File: config.mk
export PLATFORM = sky130hd
export DESIGN_NAME = watchdog_window_config_status
export DESIGN_NICKNAME = d
export VERILOG_FILES = /design/src/watchdog_window_pkg.sv /design/src/watchdog_window_config_status.sv
export SDC_FILE = /design/constraint.sdc
export NUM_CORES = 1
export LEC_CHECK = 0
export BUFFER_PORTS_ARGS = -buffer_cell sky130_fd_sc_hd__buf_4
export CELL_PAD_IN_SITES_DETAIL_PLACEMENT = 0
export CELL_PAD_IN_SITES_GLOBAL_PLACEMENT = 1
export CORE_AREA = 2 2 143 145
export CTS_CLUSTER_DIAMETER = 80
export CTS_CLUSTER_SIZE = 30
export DETAILED_ROUTE_END_ITERATION = 10
export DIE_AREA = 0 0 145 147
export GPL_TIMING_DRIVEN = 1
export HOLD_SLACK_MARGIN = 0.12
export PLACE_DENSITY = 0.61
export SLEW_MARGIN = 0
export SYNTH_ARGS = -nofsm -noshare
export SYNTH_HDL_FRONTEND = slang
export SYNTH_SLANG_ARGS = --single-unit
File: constraint.sdc
create_clock -name pclk -period 4.5 [get_ports pclk]
set_clock_uncertainty 0.05 [all_clocks]
set_input_delay 0.45 -clock pclk [delete_from_list [all_inputs] [get_ports pclk]]
set_output_delay 0.45 -clock pclk [all_outputs]
set_load 0.02 [all_outputs]
File: src/watchdog_window_pkg.sv
/*
 Constants, field layouts and shared types of the watchdog window
 configuration block. Assumes a 10 MHz APB clock and a 1 kHz watchdog tick.
*/
package watchdog_window_pkg;

  localparam int unsigned PCLK_PERIOD_NS = 100;
  localparam int unsigned WD_TICK_PERIOD_NS = 1_000_000;
  localparam int unsigned TICK_DIV_CYCLES = WD_TICK_PERIOD_NS / PCLK_PERIOD_NS;

  // Register indices; the byte address is four times the index.
  localparam logic [3:0] IDX_CTRL = 4'h0;
  localparam logic [3:0] IDX_WINDOW = 4'h1;
  localparam logic [3:0] IDX_STATUS = 4'h2;
  localparam logic [3:0] IDX_PROTECT = 4'h3;

  localparam int PERIOD_LSB = 2;
  localparam int PERIOD_MSB = 5;
  localparam int ENABLE_BIT = 1;
  localparam int CHANGE_BIT = 0;
  localparam int SYNC_PENDING_BIT = 0;

  localparam logic [3:0] CODE_MAX = 4'ha;
  localparam logic [13:0] BASE_CYCLES = 14'h0008;
  localparam logic [7:0] PROTECT_KEY = 8'h5a; // Arbitrary signature value.
  localparam logic [2:0] PROTECT_OPEN_CYCLES = 3'h4;
  localparam logic [1:0] FUSE_LOAD_DELAY = 2'h2;
  localparam logic CHANGE_RESET = 1'b0;
  localparam logic [7:0] STATUS_RESET = 8'h00;

  typedef struct packed {
    logic [3:0] closed_window_period;
    logic [3:0] open_period;
    logic en;
    logic lock;
  } fuse_t;

  typedef struct packed {
    logic [3:0] open_period;
    logic en;
    logic [3:0] closed_window_period;
    logic wen;
  } wd_cfg_t;

  typedef enum logic {
    PH_OPEN = 1'b0,
    PH_CLOSED = 1'b1
  } phase_t;

  // Cycles of the 1 kHz tick for a period code; zero marks a reserved code.
  function automatic logic [13:0] period_cycles(input logic [3:0] code);
    if (code > CODE_MAX) begin
      period_cycles = 14'h0000;
    end else begin
      period_cycles = BASE_CYCLES << code;
    end
  endfunction

endpackage

File: src/watchdog_window_config_status.sv
/*
 Watchdog window configuration and status with an APB slave, a 1 kHz
 tick divider and the watchdog counter. Assumes fuse levels come from
 outside the clock domain and the restart pulse from logic on pclk.
*/
// Overview of operation
// - Closed window length is window_control bits 5:2.
// - Codes 0..10 give 8 to 8K ticks.
// - Reserved closed codes give no closed timeout.
// - Closed field loads from window period fuses.
// - Normal mode ignores the closed field.
// - Field changes only with change-allow set.
// - Bit 1 enables window mode, change-allow gated.
// - Writes lacking change-allow bit are discarded.
// - Writes need the timed protection sequence first.
// - Window change-allow stays writable under lock fuse.
// - Busy flag set while settings cross over.
// - Busy flag clears itself after transfer.
// - Transfer and busy only while watchdog enabled.
// - Status bits 7:1 read zero.
// - Restart in closed window requests reset.
// - Lock fuse freezes closed field and whole control register.
// - Counter runs from a 1 kHz tick.
`timescale 1ns/10ps
module watchdog_window_config_status #(
  parameter int unsigned TICK_DIV = watchdog_window_pkg::TICK_DIV_CYCLES
) (
  input wire logic pclk,
  input wire logic presetn,
  input wire logic psel,
  input wire logic penable,
  input wire logic pwrite,
  input wire logic [7:0] paddr,
  input wire logic [31:0] pwdata,
  output logic [31:0] prdata,
  output logic pready,
  output logic pslverr,
  input wire watchdog_window_pkg::fuse_t fuses,
  input wire logic restart,
  output logic system_reset_req,
  output logic sync_pending_flag,
  output watchdog_window_pkg::wd_cfg_t wd_cfg
);
  import watchdog_window_pkg::*;

  typedef struct packed {
    fuse_t fuse_s1;
    fuse_t fuse_s2;
    logic [1:0] load_cnt;
    logic loaded;
    logic [3:0] open_period;
    logic wd_enable;
    logic control_change_allow;
    logic [3:0] closed_window_period;
    logic window_enable;
    logic window_change_allow;
    logic lock;
    logic [2:0] prot_cnt;
    wd_cfg_t wd;
    logic sync_pending;
    logic [13:0] div_cnt;
    logic [13:0] wd_cnt;
    phase_t phase;
    logic rst_req;
    logic [31:0] rdata;
  } state_t;

  state_t st_ff;
  state_t nxt_st;
  logic [3:0] idx;
  logic mapped;
  logic wr;
  logic tick;
  logic prot_open;
  logic ctrl_acc;
  logic win_acc;
  logic sync_start;
  logic [13:0] closed_len;
  logic [13:0] open_len;
  logic closed_used;

  assign idx = paddr[5:2];
  assign mapped = (paddr[1:0] == 2'b00) && (paddr[7:6] == 2'b00) &&
                  (idx <= IDX_PROTECT);
  assign pready = 1'b1;
  assign pslverr = psel && penable && !mapped;
  assign wr = psel && penable && pwrite && mapped;
  assign tick = st_ff.div_cnt == 14'(TICK_DIV - 1);
  assign prot_open = st_ff.prot_cnt != 3'h0;
  // Control writes need the key window and their own change bit.
  assign ctrl_acc = wr && idx == IDX_CTRL && prot_open &&
                    pwdata[CHANGE_BIT] && !st_ff.lock;
  assign win_acc = wr && idx == IDX_WINDOW && prot_open &&
                   pwdata[CHANGE_BIT];
  // A disable write still has to cross over, so the old enable counts too.
  assign sync_start = (ctrl_acc || win_acc) &&
                      (st_ff.wd_enable || (ctrl_acc && pwdata[ENABLE_BIT]));
  assign closed_len = period_cycles(st_ff.wd.closed_window_period);
  assign open_len = period_cycles(st_ff.wd.open_period);
  assign closed_used = st_ff.wd.wen && closed_len != 14'h0000;

  assign prdata = st_ff.rdata;
  assign system_reset_req = st_ff.rst_req;
  assign sync_pending_flag = st_ff.sync_pending;
  assign wd_cfg = st_ff.wd;

  always_comb begin
    nxt_st = st_ff;
    nxt_st.fuse_s1 = fuses;
    nxt_st.fuse_s2 = st_ff.fuse_s1;
    nxt_st.rst_req = 1'b0;
    // Fuse levels are taken only once the synchroniser has settled.
    if (!st_ff.loaded) begin
      if (st_ff.load_cnt == FUSE_LOAD_DELAY) begin
        nxt_st.loaded = 1'b1;
        nxt_st.closed_window_period =
          st_ff.fuse_s2.closed_window_period;
        nxt_st.open_period = st_ff.fuse_s2.open_period;
        nxt_st.wd_enable = st_ff.fuse_s2.en;
        nxt_st.lock = st_ff.fuse_s2.lock;
        nxt_st.wd.closed_window_period =
          st_ff.fuse_s2.closed_window_period;
        nxt_st.wd.open_period = st_ff.fuse_s2.open_period;
        nxt_st.wd.en = st_ff.fuse_s2.en;
      end else begin
        nxt_st.load_cnt = st_ff.load_cnt + 2'h1;
      end
    end
    if (prot_open) begin
      nxt_st.prot_cnt = st_ff.prot_cnt - 3'h1;
    end
    if (wr && idx == IDX_PROTECT && pwdata[7:0] == PROTECT_KEY) begin
      nxt_st.prot_cnt = PROTECT_OPEN_CYCLES;
    end
    if (ctrl_acc) begin
      nxt_st.open_period = pwdata[PERIOD_MSB:PERIOD_LSB];
      nxt_st.wd_enable = pwdata[ENABLE_BIT];
      nxt_st.control_change_allow = pwdata[CHANGE_BIT];
    end
    if (win_acc) begin
      if (!st_ff.lock) begin
        nxt_st.closed_window_period =
          pwdata[PERIOD_MSB:PERIOD_LSB];
      end
      nxt_st.window_enable = pwdata[ENABLE_BIT];
      nxt_st.window_change_allow = pwdata[CHANGE_BIT];
    end
    // A new write in a tick cycle keeps the flag up for another tick.
    if (sync_start) begin
      nxt_st.sync_pending = 1'b1;
    end else if (tick && st_ff.sync_pending) begin
      nxt_st.sync_pending = 1'b0;
      nxt_st.wd.open_period = st_ff.open_period;
      nxt_st.wd.en = st_ff.wd_enable;
      nxt_st.wd.closed_window_period = st_ff.closed_window_period;
      nxt_st.wd.wen = st_ff.window_enable;
    end
    if (tick) begin
      nxt_st.div_cnt = 14'h0000;
    end else begin
      nxt_st.div_cnt = st_ff.div_cnt + 14'h0001;
    end
    if (!st_ff.wd.en) begin
      nxt_st.wd_cnt = 14'h0000;
      nxt_st.phase = closed_used ? PH_CLOSED : PH_OPEN;
    end else if (restart) begin
      nxt_st.wd_cnt = 14'h0000;
      nxt_st.phase = closed_used ? PH_CLOSED : PH_OPEN;
      if (st_ff.phase == PH_CLOSED) begin
        nxt_st.rst_req = 1'b1;
      end
    end else if (tick) begin
      nxt_st.wd_cnt = st_ff.wd_cnt + 14'h0001;
      if (st_ff.phase == PH_CLOSED) begin
        if (!closed_used || st_ff.wd_cnt + 14'h0001 >= closed_len) begin
          nxt_st.phase = PH_OPEN;
          nxt_st.wd_cnt = 14'h0000;
        end
      end else if (open_len != 14'h0000 &&
                   st_ff.wd_cnt + 14'h0001 >= open_len) begin
        nxt_st.rst_req = 1'b1;
        nxt_st.wd_cnt = 14'h0000;
        nxt_st.phase = closed_used ? PH_CLOSED : PH_OPEN;
      end
    end
    // A reserved code copied in mid-window ends the closed phase at once.
    if (st_ff.wd.en && !restart && st_ff.phase == PH_CLOSED &&
        !closed_used) begin
      nxt_st.phase = PH_OPEN;
      nxt_st.wd_cnt = 14'h0000;
    end
    if (psel && !penable) begin
      unique case (idx)
        IDX_CTRL: nxt_st.rdata = {26'h000_0000, st_ff.open_period,
                                  st_ff.wd_enable,
                                  st_ff.control_change_allow};
        IDX_WINDOW: nxt_st.rdata = {26'h000_0000,
                                    st_ff.closed_window_period,
                                    st_ff.window_enable,
                                    st_ff.window_change_allow};
        IDX_STATUS: nxt_st.rdata = {24'h00_0000,
                                    STATUS_RESET[7:1],
                                    st_ff.sync_pending};
        default: nxt_st.rdata = 32'h0000_0000;
      endcase
    end
  end

  always_ff @(posedge pclk or negedge presetn) begin
    if (!presetn) begin
      st_ff <= '0;
      st_ff.control_change_allow <= CHANGE_RESET;
      st_ff.window_change_allow <= CHANGE_RESET;
    end else begin
      st_ff <= nxt_st;
    end
  end

  property p_discard_no_change;
    @(posedge pclk) disable iff (!presetn)
      (wr && idx == IDX_WINDOW && !pwdata[CHANGE_BIT]) |=>
        $stable(st_ff.window_enable) && $stable(st_ff.window_change_allow);
  endproperty
  a_discard_no_change: assert property (p_discard_no_change)
    else $error("Window write without change bit was taken.");

  property p_protect_needed;
    @(posedge pclk) disable iff (!presetn)
      (wr && idx == IDX_WINDOW && !prot_open && st_ff.loaded) |=>
        $stable(st_ff.closed_window_period) && $stable(st_ff.window_enable);
  endproperty
  a_protect_needed: assert property (p_protect_needed)
    else $error("Window write outside protection window was taken.");

  property p_lock_field;
    @(posedge pclk) disable iff (!presetn)
      (st_ff.lock && st_ff.loaded) |=> $stable(st_ff.closed_window_period);
  endproperty
  a_lock_field: assert property (p_lock_field)
    else $error("Closed window field changed under lock.");

  property p_busy_set;
    @(posedge pclk) disable iff (!presetn)
      (win_acc && st_ff.wd_enable) |=> sync_pending_flag;
  endproperty
  a_busy_set: assert property (p_busy_set)
    else $error("Busy flag not raised after accepted write.");

  property p_busy_needs_enable;
    @(posedge pclk) disable iff (!presetn)
      (!sync_pending_flag && !st_ff.wd_enable && !ctrl_acc) |=>
        !sync_pending_flag;
  endproperty
  a_busy_needs_enable: assert property (p_busy_needs_enable)
    else $error("Busy flag raised while watchdog disabled.");

  property p_busy_clear;
    @(posedge pclk) disable iff (!presetn)
      (sync_pending_flag && tick && !sync_start) |=>
        !sync_pending_flag && wd_cfg.closed_window_period ==
          $past(st_ff.closed_window_period);
  endproperty
  a_busy_clear: assert property (p_busy_clear)
    else $error("Busy flag did not clear with copy update.");

  property p_reserved_closed;
    @(posedge pclk) disable iff (!presetn)
      (st_ff.phase == PH_CLOSED && wd_cfg.en && tick) |-> closed_used;
  endproperty
  a_reserved_closed: assert property (p_reserved_closed)
    else $error("Closed window counted with reserved code.");

  property p_early_restart;
    @(posedge pclk) disable iff (!presetn)
      (restart && wd_cfg.en && st_ff.phase == PH_CLOSED) |=>
        system_reset_req ##1 !system_reset_req;
  endproperty
  a_early_restart: assert property (p_early_restart)
    else $error("Restart in closed window gave no reset.");

  property p_status_zero;
    @(posedge pclk) disable iff (!presetn)
      (psel && !penable && idx == IDX_STATUS) |=> prdata[31:1] == 31'h0;
  endproperty
  a_status_zero: assert property (p_status_zero)
    else $error("Status upper bits not zero.");

  property p_closed_bound;
    @(posedge pclk) disable iff (!presetn)
      (st_ff.phase == PH_CLOSED && closed_used) |-> st_ff.wd_cnt < closed_len;
  endproperty
  a_closed_bound: assert property (p_closed_bound)
    else $error("Closed window count passed decoded length.");

  property p_tick_step;
    @(posedge pclk) disable iff (!presetn)
      !tick |=> st_ff.div_cnt == $past(st_ff.div_cnt) + 14'h0001;
  endproperty
  a_tick_step: assert property (p_tick_step)
    else $error("Tick divider skipped a count.");

  property p_busy_hold;
    @(posedge pclk) disable iff (!presetn)
      (sync_pending_flag && !tick) |=> sync_pending_flag;
  endproperty
  a_busy_hold: assert property (p_busy_hold)
    else $error("Busy flag dropped between ticks.");

  property p_copy_still;
    @(posedge pclk) disable iff (!presetn)
      (st_ff.loaded && !(sync_pending_flag && tick && !sync_start)) |=>
        $stable(wd_cfg);
  endproperty
  a_copy_still: assert property (p_copy_still)
    else $error("Watchdog copy changed without a finished transfer.");

  property p_ctrl_discard;
    @(posedge pclk) disable iff (!presetn)
      (st_ff.loaded && wr && idx == IDX_CTRL && !pwdata[CHANGE_BIT]) |=>
        $stable(st_ff.wd_enable) && $stable(st_ff.open_period);
  endproperty
  a_ctrl_discard: assert property (p_ctrl_discard)
    else $error("Control write without change bit was taken.");

  property p_field_change;
    @(posedge pclk) disable iff (!presetn)
      (st_ff.loaded && !win_acc) |=> $stable(st_ff.closed_window_period);
  endproperty
  a_field_change: assert property (p_field_change)
    else $error("Closed field changed without an accepted write.");

  property p_open_no_reset;
    @(posedge pclk) disable iff (!presetn)
      (restart && wd_cfg.en && st_ff.phase == PH_OPEN) |=> !system_reset_req;
  endproperty
  a_open_no_reset: assert property (p_open_no_reset)
    else $error("Restart in open window gave a reset.");

  property p_closed_no_timeout;
    @(posedge pclk) disable iff (!presetn)
      (st_ff.phase == PH_CLOSED && wd_cfg.en && !restart) |=>
        !system_reset_req;
  endproperty
  a_closed_no_timeout: assert property (p_closed_no_timeout)
    else $error("Timeout raised during the closed window.");

endmodule // watchdog_window_config_status

==> metrics.csv <==
metric;value;unit
status;finished clean;
grt total ovfl;0;
Worst-path clk slew;70;ps
placed insts;757;
Post-DRT Antenna Nets;0;
cts hold-fix bufs;1;
chip width;145;µm
Primary FF master, synth;dfrtp_1;
first-pass GRT wire length;17600;µm
r2r startpoint;st_ff[34];
critical path startpoint;st_ff[34];
share of layout cells above drive strength 1;0.191;
synthesized flop and latch total;86;
CTS tree;yes;
worst min path class;in -> reg;
area of the multi-input gates;2360;µm²
Yosys top cell by area;dfrtp_1;
Slew @ Worst Pin;1030;ps
maxcap violations;0;
WP depth;12;
Setup crit end;st_ff[39];
Root Buffer;clkbuf_16;
# DRC;0;
Clock Sinks;86;
Iter 0 DRT Violations;197;
Layout area overhead;15.4;%
# diodes;0;
number of global-route vias before repair;3334;
post-CTS setup buffers;0;
pin count of the biggest net entering global routing;52;
via count;3362;
Worst Path Max Fanout;16;
Buf/Inv on CP;0;
H-tree depth;3;
I/O pins;102;
Die Y;147;µm
synth unique cells;49;
family with the most delay on the worst path;simple AND/OR/NAND/NOR gates;
RSZ-0062 raised after global routing;no;
Yosys top cell area share;0.445;
CP max stage cell;a41o_1;
first-pass iteration count of the detailed router;5;
R2R depth;12;
FP Rows;52;
worst setup margin;1080;ps
pwr dens;320;nW/µm²
max-slew violation count;0;
DP HPWL;7850;µm
worst reg2reg endpoint;st_ff[39];
Post-synth EDFFs;0;
Post-CTS Resized;0;
Final Wtd Congestion;0.756;
CTS max path bufs;2;
sum of negative setup slack;0;ps
nets@finish;582;
total track usage;0.105;
critical-path cell list;ha_1 > and3_1 > nand3_1 > nor2_1 > xor2_1 > ha_1 > and4_1 > and3_1 > nand4_1 > a41o_1 > a31oi_1 > mux2i_1;
Finish-stage setup viols;0;
area of the mapped netlist;4830;µm²
critical path class;reg -> reg;
Largest stage delay, worst path;560;ps
die area;21300;µm²
Post-synth ARST share;1.00;
flop-to-flop setup slack;1080;ps
Reg area;2150;µm²
crit path launch type;flip-flop;
fillers;2065;
post-synthesis sequential area ratio;0.445;
post-route design area;5580;µm²
Ys Warns;0;
Synth area leaders;dfrtp_1 (45%), buf_4 (7.0%), ha_1 (7.0%);
Num CTS Buffers;9;
wire per inst;13.6;µm
Place WS;1060;ps
hold_sp;fuses[2];
Max IR drop VDD;0.206;mV
Routed WL;10500;µm
DP Area;5280;µm²
initial antenna violation count;0;
clk_lat worst skew;340;ps
Tcrit/Tclk final;0.760;
Max-slew headroom;0.316;
fmax;0.292;GHz
vias per inst;4.35;
CP endpoint kind;flip-flop;
initial core utilization;0.244;
count of final hold-check violations;0;
Worst Path Arrival;3640;ps
Final Non-Filler Cells;773;
Leakage Power;2.56;nW
post-route minimum period;3420;ps
Syn Inst Count;465;
Mean Syn Cell Area;10.4;µm²
Crit path required time;4720;ps
core outline area;19800;µm²
input/output buffers;50;
[stage by stage]
stage,total power [mW],hold slack [ps],util
floorplan,1.00,104,-
global placement,1.05,288,0.266
detailed placement,1.06,286,0.266
CTS,1.81,141,0.281
global route,1.88,141,0.281
finish,1.78,156,0.281
[layer usage]
layer	GRT usage	up-vias	wire length [µm]
met5	0	-	0
met4	0.0465	0	211
met3	0.0289	14	547
met2	0.157	86	4690
met1	0.141	1623	5080
li1	-	1639	-
[sequential cells by signal (all words and copies together) (netlist names)]
register and count:
sync_pending_flag 1, prdata 6, wd_cfg 10, system_reset_req 1, st_ff 58, nxt_st 10
[cell usage in the layout (no fill, tap or decap), types with 3 or more instances in the layout]
cell / instances
nor2b_1: 10
and4_1: 3
o211ai_1: 3
dfrtp_1: 86
buf_4: 52
clkbuf_16: 9
mux2_4: 10
xnor2_1: 13
a31oi_1: 4
and3_1: 9
mux2i_1: 18
inv_1: 9
nand2b_1: 5
nor2_1: 34
nand2_1: 46
and2_1: 3
nand4_1: 8
conb_1: 27
mux2_2: 11
ha_1: 27
a21oi_1: 16
o21ai_0: 12
a32o_1: 10
nand3_1: 27
xor2_1: 11
o31ai_1: 5
nor3_1: 3
[worst min-delay path by stage]
stage                  end  slack [ps]  cells after the start
5_1_grt         nxt_st[94]         140                      1
2_1_floorplan  nxt_st[100]         100                      0
6_report        nxt_st[94]         160                      1
3_5_place_dp     st_ff[92]         290                      0
3_3_place_gp     st_ff[98]         290                      0
4_1_cts         nxt_st[99]         140                      1
[final cells by class]
cell class	instances	area share
Timing Repair Buffer	53	0.0718
Clock inverter	5	0.0105
Multi-Input combinational cell	340	0.424
Tap cell	270	0.0606
Clock buffer	10	0.0411
Inverter	9	0.00606
Sequential cell	86	0.386
[synthesized netlist by cell type, drive strengths merged (2+ instances only)]
cell type and n:
nand3 27, nor2 35, mux2 21, nor3 5, o211ai 3, inv 9, conb 2, nand2b 5
nand2 46, or2 2, dfrtp 86, o31ai 5, and4 3, a211oi 2, mux2i 18, a31oi 4
xor2 11, a32o 10, buf 46, ha 27, and3 9, nor2b 10, nand4 9, clkbuf 9
o21ai 13, xnor2 13, a21oi 17, and2 3, nor4b 2
[cells by family after synthesis]
group	after synthesis	synth area share
AOI/OAI and AO/OA	61	0.0873
adders and majority gates	27	0.0699
and+or+nand+nor	162	0.173
muxes	39	0.0940
xor gates and xnor gates	24	0.0435
other	2	0.00155
buffers and inverters	64	0.0849
DFF	86	0.445
[power breakdown]
group | switching [mW] | internal [mW]
sequential | 0.0252 | 0.808
combinational | 0.124 | 0.0896
clock | 0.309 | 0.428
total | 0.458 | 1.33
(Power assumes the default switching activity.)
